## src/dsh_pkg.sv

```systemverilog
// dsh_pkg: constants and types for the received-header configuration register bank
// Behaviour
// RULE1: with the length-counter enable set, a counter shows the channel busy for the received length, else it is off.
// RULE2: the busy counter loads only from a header whose crc check passed.
// RULE3: only the hardware reset clears the busy counter, a modem reset through power enable leaves it running.
// RULE4: with early-ready set, modem ready rises at the end of the antenna dwell without waiting for the sfd match.
// RULE5: software always writes zero to bit 0 of the modem configuration register, which is reserved.
// RULE6: the sfd search is limited to the programmed 8-bit count of symbol periods.
// RULE7: the dbpsk code goes into the transmitted signalling field and detects dbpsk on receive.
// RULE8: the dqpsk code goes into the transmitted signalling field and detects dqpsk on receive.
// RULE9: the received service field is captured into a readable register.
// RULE10: the received 16-bit length is captured into readable high and low byte registers.
// RULE11: the received 16-bit crc is captured into readable high and low byte registers.
// RULE12: with the units bit set the busy counter counts microseconds at the bpsk rate, else it counts bits.
// RULE13: crc coverage is sfd in mode 1, sfd and length in mode 2, signalling, service and length in mode 3.
// RULE14: captured header registers update once per header and hold until the next one.
package dsh_pkg;

  // ==========================================================
  // register byte addresses
  localparam logic [7:0] ADDR_HDR_CTRL   = 8'h08;
  localparam logic [7:0] ADDR_MODEM_CFG  = 8'h9c;
  localparam logic [7:0] ADDR_RSVD_SLOT  = 8'ha0;
  localparam logic [7:0] ADDR_SFD_TIME   = 8'ha4;
  localparam logic [7:0] ADDR_DBPSK_CODE = 8'ha8;
  localparam logic [7:0] ADDR_DQPSK_CODE = 8'hac;
  localparam logic [7:0] ADDR_RX_SERVICE = 8'hb0;
  localparam logic [7:0] ADDR_RX_LEN_HI  = 8'hb4;
  localparam logic [7:0] ADDR_RX_LEN_LO  = 8'hb8;
  localparam logic [7:0] ADDR_RX_CRC_HI  = 8'hbc;
  localparam logic [7:0] ADDR_RX_CRC_LO  = 8'hc0;

  // ==========================================================
  // field positions
  localparam int CFG_UNITS_BIT  = 6;
  localparam int CFG_LEN_EN_BIT = 2;
  localparam int CFG_EARLY_BIT  = 1;
  localparam int CFG_RSVD_BIT   = 0;
  localparam int COVER_SFD      = 0;
  localparam int COVER_SIGNAL   = 1;
  localparam int COVER_SERVICE  = 2;
  localparam int COVER_LENGTH   = 3;

  // ==========================================================
  // values after reset
  localparam logic [7:0] RST_MODEM_CFG  = 8'h00;
  localparam logic [7:0] RST_HDR_CTRL   = 8'h00;
  localparam logic [7:0] RST_SFD_TIME   = 8'hff;
  localparam logic [7:0] RST_DBPSK_CODE = 8'h0a;
  localparam logic [7:0] RST_DQPSK_CODE = 8'h14;

  // ==========================================================
  // crc coverage modes and axi responses
  localparam logic [1:0] CRC_MODE1  = 2'h1;
  localparam logic [1:0] CRC_MODE2  = 2'h2;
  localparam logic [1:0] CRC_MODE3  = 2'h3;
  localparam logic [1:0] RESP_OKAY  = 2'h0;
  localparam logic [1:0] RESP_SLVERR = 2'h2;

  typedef struct packed {
    logic [7:0]  signal;
    logic [7:0]  service;
    logic [15:0] length;
    logic [15:0] crc;
  } dsh_hdr_type;

  typedef enum logic [1:0] {MR_OFF, MR_WAIT_SFD, MR_READY} dsh_mr_state_type;

endpackage

```

## src/dsh_regs.sv

```systemverilog
// dsh_regs: received-header config register bank with axi4-lite slave
//
// Our own choice: the AXI4-Lite slave port.
`timescale 1ns/1ps
module dsh_regs
  import dsh_pkg::*;
(
  // clock and reset
  input  wire logic        CLK,
  input  wire logic        RST,
  // axi4-lite write address
  input  wire logic [7:0]  S_AXI_AWADDR,
  input  wire logic [2:0]  S_AXI_AWPROT,
  input  wire logic        S_AXI_AWVALID,
  output logic             S_AXI_AWREADY,
  // axi4-lite write data
  input  wire logic [31:0] S_AXI_WDATA,
  input  wire logic [3:0]  S_AXI_WSTRB,
  input  wire logic        S_AXI_WVALID,
  output logic             S_AXI_WREADY,
  // axi4-lite write response
  output logic [1:0]       S_AXI_BRESP,
  output logic             S_AXI_BVALID,
  input  wire logic        S_AXI_BREADY,
  // axi4-lite read address
  input  wire logic [7:0]  S_AXI_ARADDR,
  input  wire logic [2:0]  S_AXI_ARPROT,
  input  wire logic        S_AXI_ARVALID,
  output logic             S_AXI_ARREADY,
  // axi4-lite read data
  output logic [31:0]      S_AXI_RDATA,
  output logic [1:0]       S_AXI_RRESP,
  output logic             S_AXI_RVALID,
  input  wire logic        S_AXI_RREADY,
  // received header from the demodulator
  input  wire logic        HDR_VALID,
  input  wire dsh_hdr_type HDR,
  input  wire logic        HDR_CRC_OK,
  // dwell, sfd and timing strobes
  input  wire logic        DWELL_DONE,
  input  wire logic        SFD_SEARCH_START,
  input  wire logic        SFD_MATCH,
  input  wire logic        FRAME_END,
  input  wire logic        SYMBOL_TICK,
  input  wire logic        BIT_TICK,
  input  wire logic        BPSK_TICK,
  // pin inputs
  input  wire logic        RECEIVE_POWER_ENABLE,
  // transmit modulation select
  input  wire logic        TX_QPSK_SEL,
  // status and control outputs
  output logic             CCA_BUSY,
  output logic             MODEM_READY_OUT,
  output logic             SFD_TIMEOUT,
  output logic [7:0]       TX_SIGNAL_CODE,
  output logic             RX_IS_DBPSK,
  output logic             RX_IS_DQPSK,
  output logic [3:0]       CRC_COVER
);

  // ==========================================================
  // register storage
  logic [7:0]  modem_config_e_q;
  logic [7:0]  header_control_reg_q;
  logic [7:0]  sfd_search_time_q;
  logic [7:0]  dbpsk_signal_code_q;
  logic [7:0]  dqpsk_signal_code_q;
  logic [7:0]  rx_service_field_q;
  logic [7:0]  rx_length_high_q;
  logic [7:0]  rx_length_low_q;
  logic [7:0]  rx_header_crc_high_q;
  logic [7:0]  rx_header_crc_low_q;

  // ==========================================================
  // axi write channel state
  logic        aw_held_q;
  logic        w_held_q;
  logic [7:0]  aw_addr_q;
  logic [7:0]  w_data_q;
  logic        w_lane0_q;
  logic        bvalid_q;
  logic [1:0]  bresp_q;

  wire         aw_take   = S_AXI_AWVALID & S_AXI_AWREADY;
  wire         w_take    = S_AXI_WVALID & S_AXI_WREADY;
  wire         aw_have   = aw_held_q | aw_take;
  wire         w_have    = w_held_q | w_take;
  wire         wr_fire   = aw_have & w_have & ~bvalid_q;
  wire [7:0]   wr_addr   = aw_held_q ? aw_addr_q : S_AXI_AWADDR;
  wire [7:0]   wr_byte   = w_held_q ? w_data_q : S_AXI_WDATA[7:0];
  wire         wr_lane0  = w_held_q ? w_lane0_q : S_AXI_WSTRB[0];

  assign S_AXI_AWREADY = ~aw_held_q & ~bvalid_q;
  assign S_AXI_WREADY  = ~w_held_q & ~bvalid_q;
  assign S_AXI_BVALID  = bvalid_q;
  assign S_AXI_BRESP   = bresp_q;

  // ==========================================================
  // write decode
  wire         wr_en       = wr_fire & wr_lane0;
  wire         sel_cfg     = wr_addr == ADDR_MODEM_CFG;
  wire         sel_hctl    = wr_addr == ADDR_HDR_CTRL;
  wire         sel_sfd     = wr_addr == ADDR_SFD_TIME;
  wire         sel_dbpsk   = wr_addr == ADDR_DBPSK_CODE;
  wire         sel_dqpsk   = wr_addr == ADDR_DQPSK_CODE;
  wire         wr_mapped   = sel_cfg | sel_hctl | sel_sfd | sel_dbpsk | sel_dqpsk |
                             (wr_addr == ADDR_RSVD_SLOT) | (wr_addr == ADDR_RX_SERVICE) |
                             (wr_addr == ADDR_RX_LEN_HI) | (wr_addr == ADDR_RX_LEN_LO) |
                             (wr_addr == ADDR_RX_CRC_HI) | (wr_addr == ADDR_RX_CRC_LO);
  // RULE5 reserved bit 0 is never stored, so a stray one does no harm
  wire [7:0]   cfg_wr_val  = {wr_byte[7:1], 1'b0};

  always_ff @(posedge CLK) begin
    if (RST) begin
      aw_held_q <= 1'b0;
      w_held_q  <= 1'b0;
      aw_addr_q <= 8'h00;
      w_data_q  <= 8'h00;
      w_lane0_q <= 1'b0;
      bvalid_q  <= 1'b0;
      bresp_q   <= RESP_OKAY;
    end else begin
      if (aw_take) begin
        aw_addr_q <= S_AXI_AWADDR;
      end
      if (w_take) begin
        w_data_q  <= S_AXI_WDATA[7:0];
        w_lane0_q <= S_AXI_WSTRB[0];
      end
      aw_held_q <= aw_have & ~wr_fire;
      w_held_q  <= w_have & ~wr_fire;
      if (wr_fire) begin
        bvalid_q <= 1'b1;
        bresp_q  <= wr_mapped ? RESP_OKAY : RESP_SLVERR;
      end else if (S_AXI_BREADY) begin
        bvalid_q <= 1'b0;
      end
    end
  end

  // ==========================================================
  // software-written registers
  always_ff @(posedge CLK) begin
    if (RST) begin
      modem_config_e_q     <= RST_MODEM_CFG;
      header_control_reg_q <= RST_HDR_CTRL;
      sfd_search_time_q    <= RST_SFD_TIME;
      dbpsk_signal_code_q  <= RST_DBPSK_CODE;
      dqpsk_signal_code_q  <= RST_DQPSK_CODE;
    end else if (wr_en) begin
      if (sel_cfg) begin
        modem_config_e_q <= cfg_wr_val;
      end
      if (sel_hctl) begin
        header_control_reg_q <= wr_byte;
      end
      if (sel_sfd) begin
        sfd_search_time_q <= wr_byte;
      end
      if (sel_dbpsk) begin
        dbpsk_signal_code_q <= wr_byte;
      end
      if (sel_dqpsk) begin
        dqpsk_signal_code_q <= wr_byte;
      end
    end
  end

  // ==========================================================
  // axi read channel
  logic        rvalid_q;
  logic [31:0] rdata_q;
  logic [1:0]  rresp_q;
  logic [7:0]  rd_byte;
  logic        rd_mapped;

  assign S_AXI_ARREADY = ~rvalid_q;
  assign S_AXI_RVALID  = rvalid_q;
  assign S_AXI_RDATA   = rdata_q;
  assign S_AXI_RRESP   = rresp_q;
  wire         ar_take = S_AXI_ARVALID & S_AXI_ARREADY;

  always_comb begin
    rd_byte   = 8'h00;
    rd_mapped = 1'b1;
    if (S_AXI_ARADDR == ADDR_MODEM_CFG) begin
      rd_byte = modem_config_e_q;
    end else if (S_AXI_ARADDR == ADDR_HDR_CTRL) begin
      rd_byte = header_control_reg_q;
    end else if (S_AXI_ARADDR == ADDR_RSVD_SLOT) begin
      rd_byte = 8'h00;
    end else if (S_AXI_ARADDR == ADDR_SFD_TIME) begin
      rd_byte = sfd_search_time_q;
    end else if (S_AXI_ARADDR == ADDR_DBPSK_CODE) begin
      rd_byte = dbpsk_signal_code_q;
    end else if (S_AXI_ARADDR == ADDR_DQPSK_CODE) begin
      rd_byte = dqpsk_signal_code_q;
    end else if (S_AXI_ARADDR == ADDR_RX_SERVICE) begin
      rd_byte = rx_service_field_q;
    end else if (S_AXI_ARADDR == ADDR_RX_LEN_HI) begin
      rd_byte = rx_length_high_q;
    end else if (S_AXI_ARADDR == ADDR_RX_LEN_LO) begin
      rd_byte = rx_length_low_q;
    end else if (S_AXI_ARADDR == ADDR_RX_CRC_HI) begin
      rd_byte = rx_header_crc_high_q;
    end else if (S_AXI_ARADDR == ADDR_RX_CRC_LO) begin
      rd_byte = rx_header_crc_low_q;
    end else begin
      rd_mapped = 1'b0;
    end
  end

  always_ff @(posedge CLK) begin
    if (RST) begin
      rvalid_q <= 1'b0;
      rdata_q  <= 32'h0000_0000;
      rresp_q  <= RESP_OKAY;
    end else if (ar_take) begin
      rvalid_q <= 1'b1;
      rdata_q  <= {24'h00_0000, rd_byte};
      rresp_q  <= rd_mapped ? RESP_OKAY : RESP_SLVERR;
    end else if (S_AXI_RREADY) begin
      rvalid_q <= 1'b0;
    end
  end

  // ==========================================================
  // header capture
  // captures every header, crc good or not, so software can inspect a bad one
  always_ff @(posedge CLK) begin
    if (RST) begin
      rx_service_field_q   <= 8'h00;
      rx_length_high_q     <= 8'h00;
      rx_length_low_q      <= 8'h00;
      rx_header_crc_high_q <= 8'h00;
      rx_header_crc_low_q  <= 8'h00;
      RX_IS_DBPSK          <= 1'b0;
      RX_IS_DQPSK          <= 1'b0;
    end else if (HDR_VALID) begin
      // RULE14 one update per header
      // RULE9 service field capture
      rx_service_field_q   <= HDR.service;
      // RULE10 length byte capture
      rx_length_high_q     <= HDR.length[15:8];
      rx_length_low_q      <= HDR.length[7:0];
      // RULE11 crc byte capture
      rx_header_crc_high_q <= HDR.crc[15:8];
      rx_header_crc_low_q  <= HDR.crc[7:0];
      // RULE7 dbpsk detect by code compare
      RX_IS_DBPSK          <= HDR.signal == dbpsk_signal_code_q;
      // RULE8 dqpsk detect by code compare
      RX_IS_DQPSK          <= HDR.signal == dqpsk_signal_code_q;
    end
  end

  // ==========================================================
  // transmit signalling code and crc coverage
  wire [1:0]   crc_mode = header_control_reg_q[1:0];
  wire [3:0]   cover_d  = (crc_mode == CRC_MODE1) ? (4'h1 << COVER_SFD) :
                          (crc_mode == CRC_MODE2) ? ((4'h1 << COVER_SFD) | (4'h1 << COVER_LENGTH)) :
                          (crc_mode == CRC_MODE3) ? ((4'h1 << COVER_SIGNAL) | (4'h1 << COVER_SERVICE) |
                                                     (4'h1 << COVER_LENGTH)) : 4'h0;

  always_ff @(posedge CLK) begin
    if (RST) begin
      TX_SIGNAL_CODE <= RST_DBPSK_CODE;
      CRC_COVER      <= 4'h0;
    end else begin
      // RULE7 RULE8 code inserted in the transmitted field
      TX_SIGNAL_CODE <= TX_QPSK_SEL ? dqpsk_signal_code_q : dbpsk_signal_code_q;
      // RULE13 coverage from the header control mode
      CRC_COVER      <= cover_d;
    end
  end

  // ==========================================================
  // power enable pin synchroniser
  logic        pe_meta_q;
  logic        pe_sync_q;

  always_ff @(posedge CLK) begin
    if (RST) begin
      pe_meta_q <= 1'b0;
      pe_sync_q <= 1'b0;
    end else begin
      pe_meta_q <= RECEIVE_POWER_ENABLE;
      pe_sync_q <= pe_meta_q;
    end
  end

  // ==========================================================
  // modem ready sequencing
  dsh_mr_state_type mr_q;
  dsh_mr_state_type mr_d;
  wire         early_en = modem_config_e_q[CFG_EARLY_BIT];

  always_comb begin
    mr_d = mr_q;
    case (mr_q)
      MR_OFF: begin
        if (pe_sync_q && DWELL_DONE) begin
          // RULE4 early ready skips the sfd wait
          mr_d = early_en ? MR_READY : MR_WAIT_SFD;
        end
      end
      MR_WAIT_SFD: begin
        if (SFD_MATCH) begin
          mr_d = MR_READY;
        end else if (SFD_TIMEOUT) begin
          mr_d = MR_OFF;
        end
      end
      MR_READY: begin
        if (FRAME_END) begin
          mr_d = MR_OFF;
        end
      end
      default: begin
        mr_d = MR_OFF;
      end
    endcase
    // a modem reset by power enable drops ready but not the busy counter
    if (!pe_sync_q) begin
      mr_d = MR_OFF;
    end
  end

  always_ff @(posedge CLK) begin
    if (RST) begin
      mr_q <= MR_OFF;
    end else begin
      mr_q <= mr_d;
    end
  end

  // ready is not aligned to the receive bit clock when it comes early
  assign MODEM_READY_OUT = mr_q == MR_READY;

  // ==========================================================
  // sub-blocks
  dsh_busy_ctr u_busy (
    .clk       (CLK),
    .rst       (RST),
    .enable    (modem_config_e_q[CFG_LEN_EN_BIT]),
    .units_us  (modem_config_e_q[CFG_UNITS_BIT]),
    // RULE2 only a passed crc loads the counter
    .load      (HDR_VALID & HDR_CRC_OK),
    .length    (HDR.length),
    .bit_tick  (BIT_TICK),
    .bpsk_tick (BPSK_TICK),
    .busy      (CCA_BUSY)
  );

  dsh_sfd_timer u_sfd (
    .clk         (CLK),
    .rst         (RST),
    .start       (SFD_SEARCH_START),
    .found       (SFD_MATCH),
    .symbol_tick (SYMBOL_TICK),
    .limit       (sfd_search_time_q),
    .timeout     (SFD_TIMEOUT)
  );
endmodule

```

## src/dsh_busy_ctr.sv

```systemverilog
// dsh_busy_ctr: channel-busy length counter for clear channel assessment
`timescale 1ns/1ps
module dsh_busy_ctr
  import dsh_pkg::*;
(
  // clock and hardware reset
  input  wire logic        clk,
  input  wire logic        rst,
  // control
  input  wire logic        enable,
  input  wire logic        units_us,
  input  wire logic        load,
  input  wire logic [15:0] length,
  input  wire logic        bit_tick,
  input  wire logic        bpsk_tick,
  // status
  output logic             busy
);

  logic [15:0] cnt_q;
  logic [15:0] cnt_d;
  wire         tick     = units_us ? bpsk_tick : bit_tick;
  wire         do_load  = enable & load;

  // RULE12 rate select by units bit
  // RULE2 load only on passed crc (load is crc-qualified)
  always_comb begin
    cnt_d = cnt_q;
    if (do_load) begin
      cnt_d = length;
    end else if (enable && tick && cnt_q != 16'h0000) begin
      cnt_d = cnt_q - 16'h0001;
    end
  end

  // RULE3 only the hardware reset clears it
  always_ff @(posedge clk) begin
    if (rst) begin
      cnt_q <= 16'h0000;
    end else begin
      cnt_q <= cnt_d;
    end
  end

  // RULE1 busy while enabled and counting
  assign busy = enable & (cnt_q != 16'h0000);
endmodule

```

## src/dsh_sfd_timer.sv

```systemverilog
// dsh_sfd_timer: limits the sfd search to a programmed count of symbol periods
`timescale 1ns/1ps
module dsh_sfd_timer
  import dsh_pkg::*;
(
  // clock and reset
  input  wire logic       clk,
  input  wire logic       rst,
  // search control
  input  wire logic       start,
  input  wire logic       found,
  input  wire logic       symbol_tick,
  input  wire logic [7:0] limit,
  // result
  output logic            timeout
);

  logic       active_q;
  logic [7:0] cnt_q;
  wire        expire = active_q & symbol_tick & (cnt_q == limit);

  // RULE6 one count step per symbol period
  always_ff @(posedge clk) begin
    if (rst) begin
      active_q <= 1'b0;
      cnt_q    <= 8'h00;
      timeout  <= 1'b0;
    end else begin
      timeout <= expire & ~found;
      if (start) begin
        active_q <= 1'b1;
        cnt_q    <= 8'h00;
      end else if (found || expire) begin
        active_q <= 1'b0;
      end else if (active_q && symbol_tick) begin
        cnt_q <= cnt_q + 8'h01;
      end
    end
  end
endmodule

```

## config.mk

```make
export PLATFORM = sky130hd
export DESIGN_NAME = dsh_regs
export DESIGN_NICKNAME = d
export VERILOG_FILES = /design/src/dsh_pkg.sv /design/src/dsh_regs.sv /design/src/dsh_busy_ctr.sv /design/src/dsh_sfd_timer.sv
export SDC_FILE = /design/constraint.sdc
export NUM_CORES = 1
export LEC_CHECK = 0
export BUFFER_PORTS_ARGS = -buffer_cell sky130_fd_sc_hd__buf_2
export CAP_MARGIN = 10
export CORE_MARGIN = 4
export CORE_UTILIZATION = 49
export DETAILED_ROUTE_END_ITERATION = 12
export PLACE_DENSITY_LB_ADDON = 0.3
export SLEW_MARGIN = 20
export SYNTH_ARGS = -nofsm -noshare
export SYNTH_HDL_FRONTEND = slang
export SYNTH_SLANG_ARGS = --single-unit
```

## constraint.sdc

```tcl
create_clock -name CLK -period 2.1 [get_ports CLK]
set_clock_uncertainty 0.05 [all_clocks]
set_input_delay 0.315 -clock CLK [delete_from_list [all_inputs] [get_ports CLK]]
set_output_delay 0.315 -clock CLK [all_outputs]
set_load 0.01 [all_outputs]
```

==> results.json <==
{
  "outcome": "finished clean",
  "synth.cell_area_mm2": 0.00782,
  "min_delay_worst_endpoint": "u_sfd.timeout$_SDFF_PP0_",
  "top_area_cells_in_the_synthesized_netlist": "dfxtp_1 (39%), mux2i_1 (10%), nor2_1 (6.5%)",
  "place.gp.congestion": 0.897,
  "endpoint_type_of_the_worst_setup_path": "primary output",
  "power_density_normalized_to_cell_area_mw_per_mm2": 737,
  "worst-setup-path-type": "register to primary output",
  "fin_crit_ns": 2.09,
  "launching_element_type_of_the_critical_path": "register",
  "clkSlewWorstSetupHoldPaths_ns": 0.06,
  "vdd_drop_max_uv": 631,
  "ys.flop_type": "dfxtp_1",
  "crit-reg2reg-capture": "u_busy.cnt_q[5]$_SDFFE_PP0P_",
  "drv_cap": 0,
  "mostFrequentLayoutCells": "dfxtp_1 (151), nor2_1 (135), buf_2 (120)",
  "grt_setup_unrepaired": "yes",
  "clock_sinks": 153,
  "timing.final.crit_share_pct": 99.7,
  "nets": 1159,
  "worstPathMaxFanout": 2,
  "yosysSeqAreaShare_pct": 39.2,
  "cts_root_buf": "clkbuf_16",
  "overall_die_area_mm2": 0.0180,
  "antenna_violating_nets_post_route": 0,
  "clk_path_buf_depth": 2,
  "critPathRequiredTime_ns": 1.74,
  "yosysTopAreaCell": "dfxtp_1",
  "clkLatencyLatePin_ns": 0.43,
  "starting_density_of_the_core_pct": 50.7,
  "dieHeight_um": 134,
  "critical_path.reg2reg.startpoint": "u_busy.cnt_q[1]$_SDFFE_PP0P_",
  "final-setup-viol-count": 0,
  "std_cell_rows": 45,
  "max_freq_mhz": 478,
  "share_of_post_route_cells_with_drive_strength_above_1_pct": 23.8,
  "yosys_register_bits": 153,
  "dp_hpwl_um": 15000,
  "yosysWarnings": 0,
  "postRouteWirelength_um": 20600,
  "insertedDiodeCount": 0,
  "aggregate_global_route_resource_usage_pct": 23.1,
  "cts_tree": "yes",
  "first_global_vias": 6570,
  "drv_slew": 0,
  "post-route-worst-setup-slack_ns": 0.00625,
  "regToRegSetupSlack_ns": 0.03,
  "num-fill-cells": 1340,
  "cts_max_level": 4,
  "detailed_place.area_mm2": 0.00873,
  "max_slew.worst_pin.slew_ns": 0.652,
  "async_reset_ff_share_pct": 0,
  "chipWidth_um": 134,
  "first_pass_grt_wire_length_um": 33700,
  "grt_antenna_before_repair": 0,
  "initialDrtViolationCount": 601,
  "syn_to_final_growth_pct": 20.9,
  "min_path_type": "input pin to register",
  "holdCritStartpoint": "SFD_MATCH",
  "yosys.cell_types.count": 80,
  "synthCells": 893,
  "max-slew-margin-rel_pct": 56.5,
  "synth.top_cell.area_share_pct": 39.2,
  "place.port_buffers": 122,
  "final_common_cell": "dfxtp_1",
  "count_of_cells_along_the_worst_hold_path": 2,
  "dpl_ws_ns": 0.0201,
  "drtPass1Iterations": 5,
  "drc": 0,
  "grt_max_degree": 42,
  "setup.worst_path.start": "u_busy.cnt_q[1]$_SDFFE_PP0P_",
  "worst-r2r-cell-count": 8,
  "grt_overflow_total": 0,
  "number_of_enable_flip_flop_cells_after_synthesis": 0,
  "io_pins": 182,
  "fin_total_pwr_mw": 6.97,
  "postSynthAreaPerCell_um2": 8.76,
  "cp_data_arrival_time_ns": 1.73,
  "final_cell_area_mm2": 0.00945,
  "p_leak_nw": 4.07,
  "hold_fix_buffer_count_after_cts": 0,
  "dr_total_vias": 6957,
  "drt-wirelength-per-cell_um": 16.4,
  "final_hold_viol_count": 0,
  "vias_per_cell": 5.55,
  "core_box_area_mm2": 0.0154,
  "cts_buffers": 17
}
## report_power, final
| part | internal (mW) | switching, mW | total [mW] |
|---|---|---|---|
| logic | 0.314 | 0.448 | 0.762 |
| registers | 3.00 | 0.0698 | 3.07 |
| clock network | 1.87 | 1.26 | 3.14 |
## worst max-delay path by stage
| stage | cells past startpoint | to | slack (ns) |
|---|---|---|---|
| detailed placement | 7 | u_busy.cnt_q[5]$_SDFFE_PP0P_ | 0.02 |
| CTS | 7 | CCA_BUSY | 0.001 |
| global placement | 7 | u_busy.cnt_q[11]$_SDFFE_PP0P_ | 0.08 |
| finish | 7 | CCA_BUSY | 0.006 |
| global route | 7 | CCA_BUSY | -0.06 |
| floorplan | 7 | u_busy.cnt_q[11]$_SDFFE_PP0P_ | 0.13 |
## critical path, cell delays in order, from the launching register on
cell and delay (ns):
dfxtp_2 0.33, inv_2 0.07, ha_4 0.13, nor3b_4 0.20
and4_4 0.26, nand2_4 0.05, and2_4 0.15, buf_6 0.11
## cells in the mapped netlist (3+ instances only)
master,count
o32ai_1,7
nand3_1,17
a221o_1,7
a22o_1,4
buf_1,8
mux2_2,8
xnor2_1,9
nand2_1,66
nor4_1,7
nand4_1,7
o22ai_1,4
nor4b_1,3
mux2i_1,82
a211oi_1,15
buf_2,10
and3_1,4
nor4_2,3
a211o_1,15
inv_1,16
nor2b_1,21
o21ai_0,13
o32a_1,3
or4_1,3
or3_1,7
and2_1,5
buf_4,28
nor2_1,135
clkbuf_1,31
o211ai_1,6
nand2b_1,9
nand3b_1,4
xor2_1,26
nor3b_1,4
dfxtp_1,153
nand4b_1,5
a221oi_1,5
nand4bb_1,3
ha_1,5
a21oi_1,52
nor3_1,26
## final cells by class
cell class	count	area, µm²	area share (%)
Multi-Input combinational cell	670	4430	46.9
Sequential cell	153	3070	32.4
Timing Repair Buffer	172	1030	10.9
Clock buffer	18	429	4.54
Tap cell	211	264	2.79
Clock inverter	14	171	1.81
Inverter	16	60.1	0.635
## state kept, by name, indices dropped and copies added, names as in the netlist, 7 cells and up
signal / cells
rx_length_high_q: 8
header_control_reg_q: 8
rx_header_crc_high_q: 8
modem_config_e_q: 7
aw_addr_q: 8
u_sfd.cnt_q: 8
TX_SIGNAL_CODE: 8
w_data_q: 8
S_AXI_RDATA: 8
dqpsk_signal_code_q: 8
rx_service_field_q: 8
u_busy.cnt_q: 16
dbpsk_signal_code_q: 8
rx_length_low_q: 8
rx_header_crc_low_q: 8
sfd_search_time_q: 8
## metal layers
metal,wire [µm],vias up,global-route usage [%],share of wire (%)
met5,0,-,0,0
met4,390,0,7.47,1.9
met3,1270,29,4.76,6.2
met2,9420,229,36.2,46
met1,9510,3279,32.1,46
li1,-,3420,-,-
## timing repair
| item | 4_1_cts | 5_1_grt |
|---|---|---|
| pin swaps | 3 | 3 |
| endpoints found under the setup margin | 1 | 15 |
| setup buffers | 6 | 1 |
| gates resized for setup | 9 | 8 |
## per-stage QoR
| step | cells | TNS (ns) | hold WS (ns) | utilization, % |
|---|---|---|---|---|
| 6_report | 1254 | 0 | 0.0461 | 61.3 |
| 2_1_floorplan | 918 | 0 | 0.344 | - |
| 3_5_place_dp | 1215 | 0 | 0.387 | 56.6 |
| 3_3_place_gp | 1215 | 0 | 0.376 | 56.6 |
| 4_1_cts | 1253 | 0 | 0.0255 | 61.0 |
| 5_1_grt | 1254 | -0.134 | 0.0556 | 61.3 |
## cells by family after synthesis
| logic type | synth area share (%) |
|---|---|
| AOI/OAI and AO/OA | 15.5 |
| xor gates and xnor gates | 3.92 |
| adders and majority gates | 0.800 |
| buffers and inverters | 6.26 |
| DFF | 39.2 |
| muxes | 11.8 |
| other | 0.0480 |
| and+or+nand+nor | 22.5 |
Note: power is estimated with default switching activity, not from simulation.
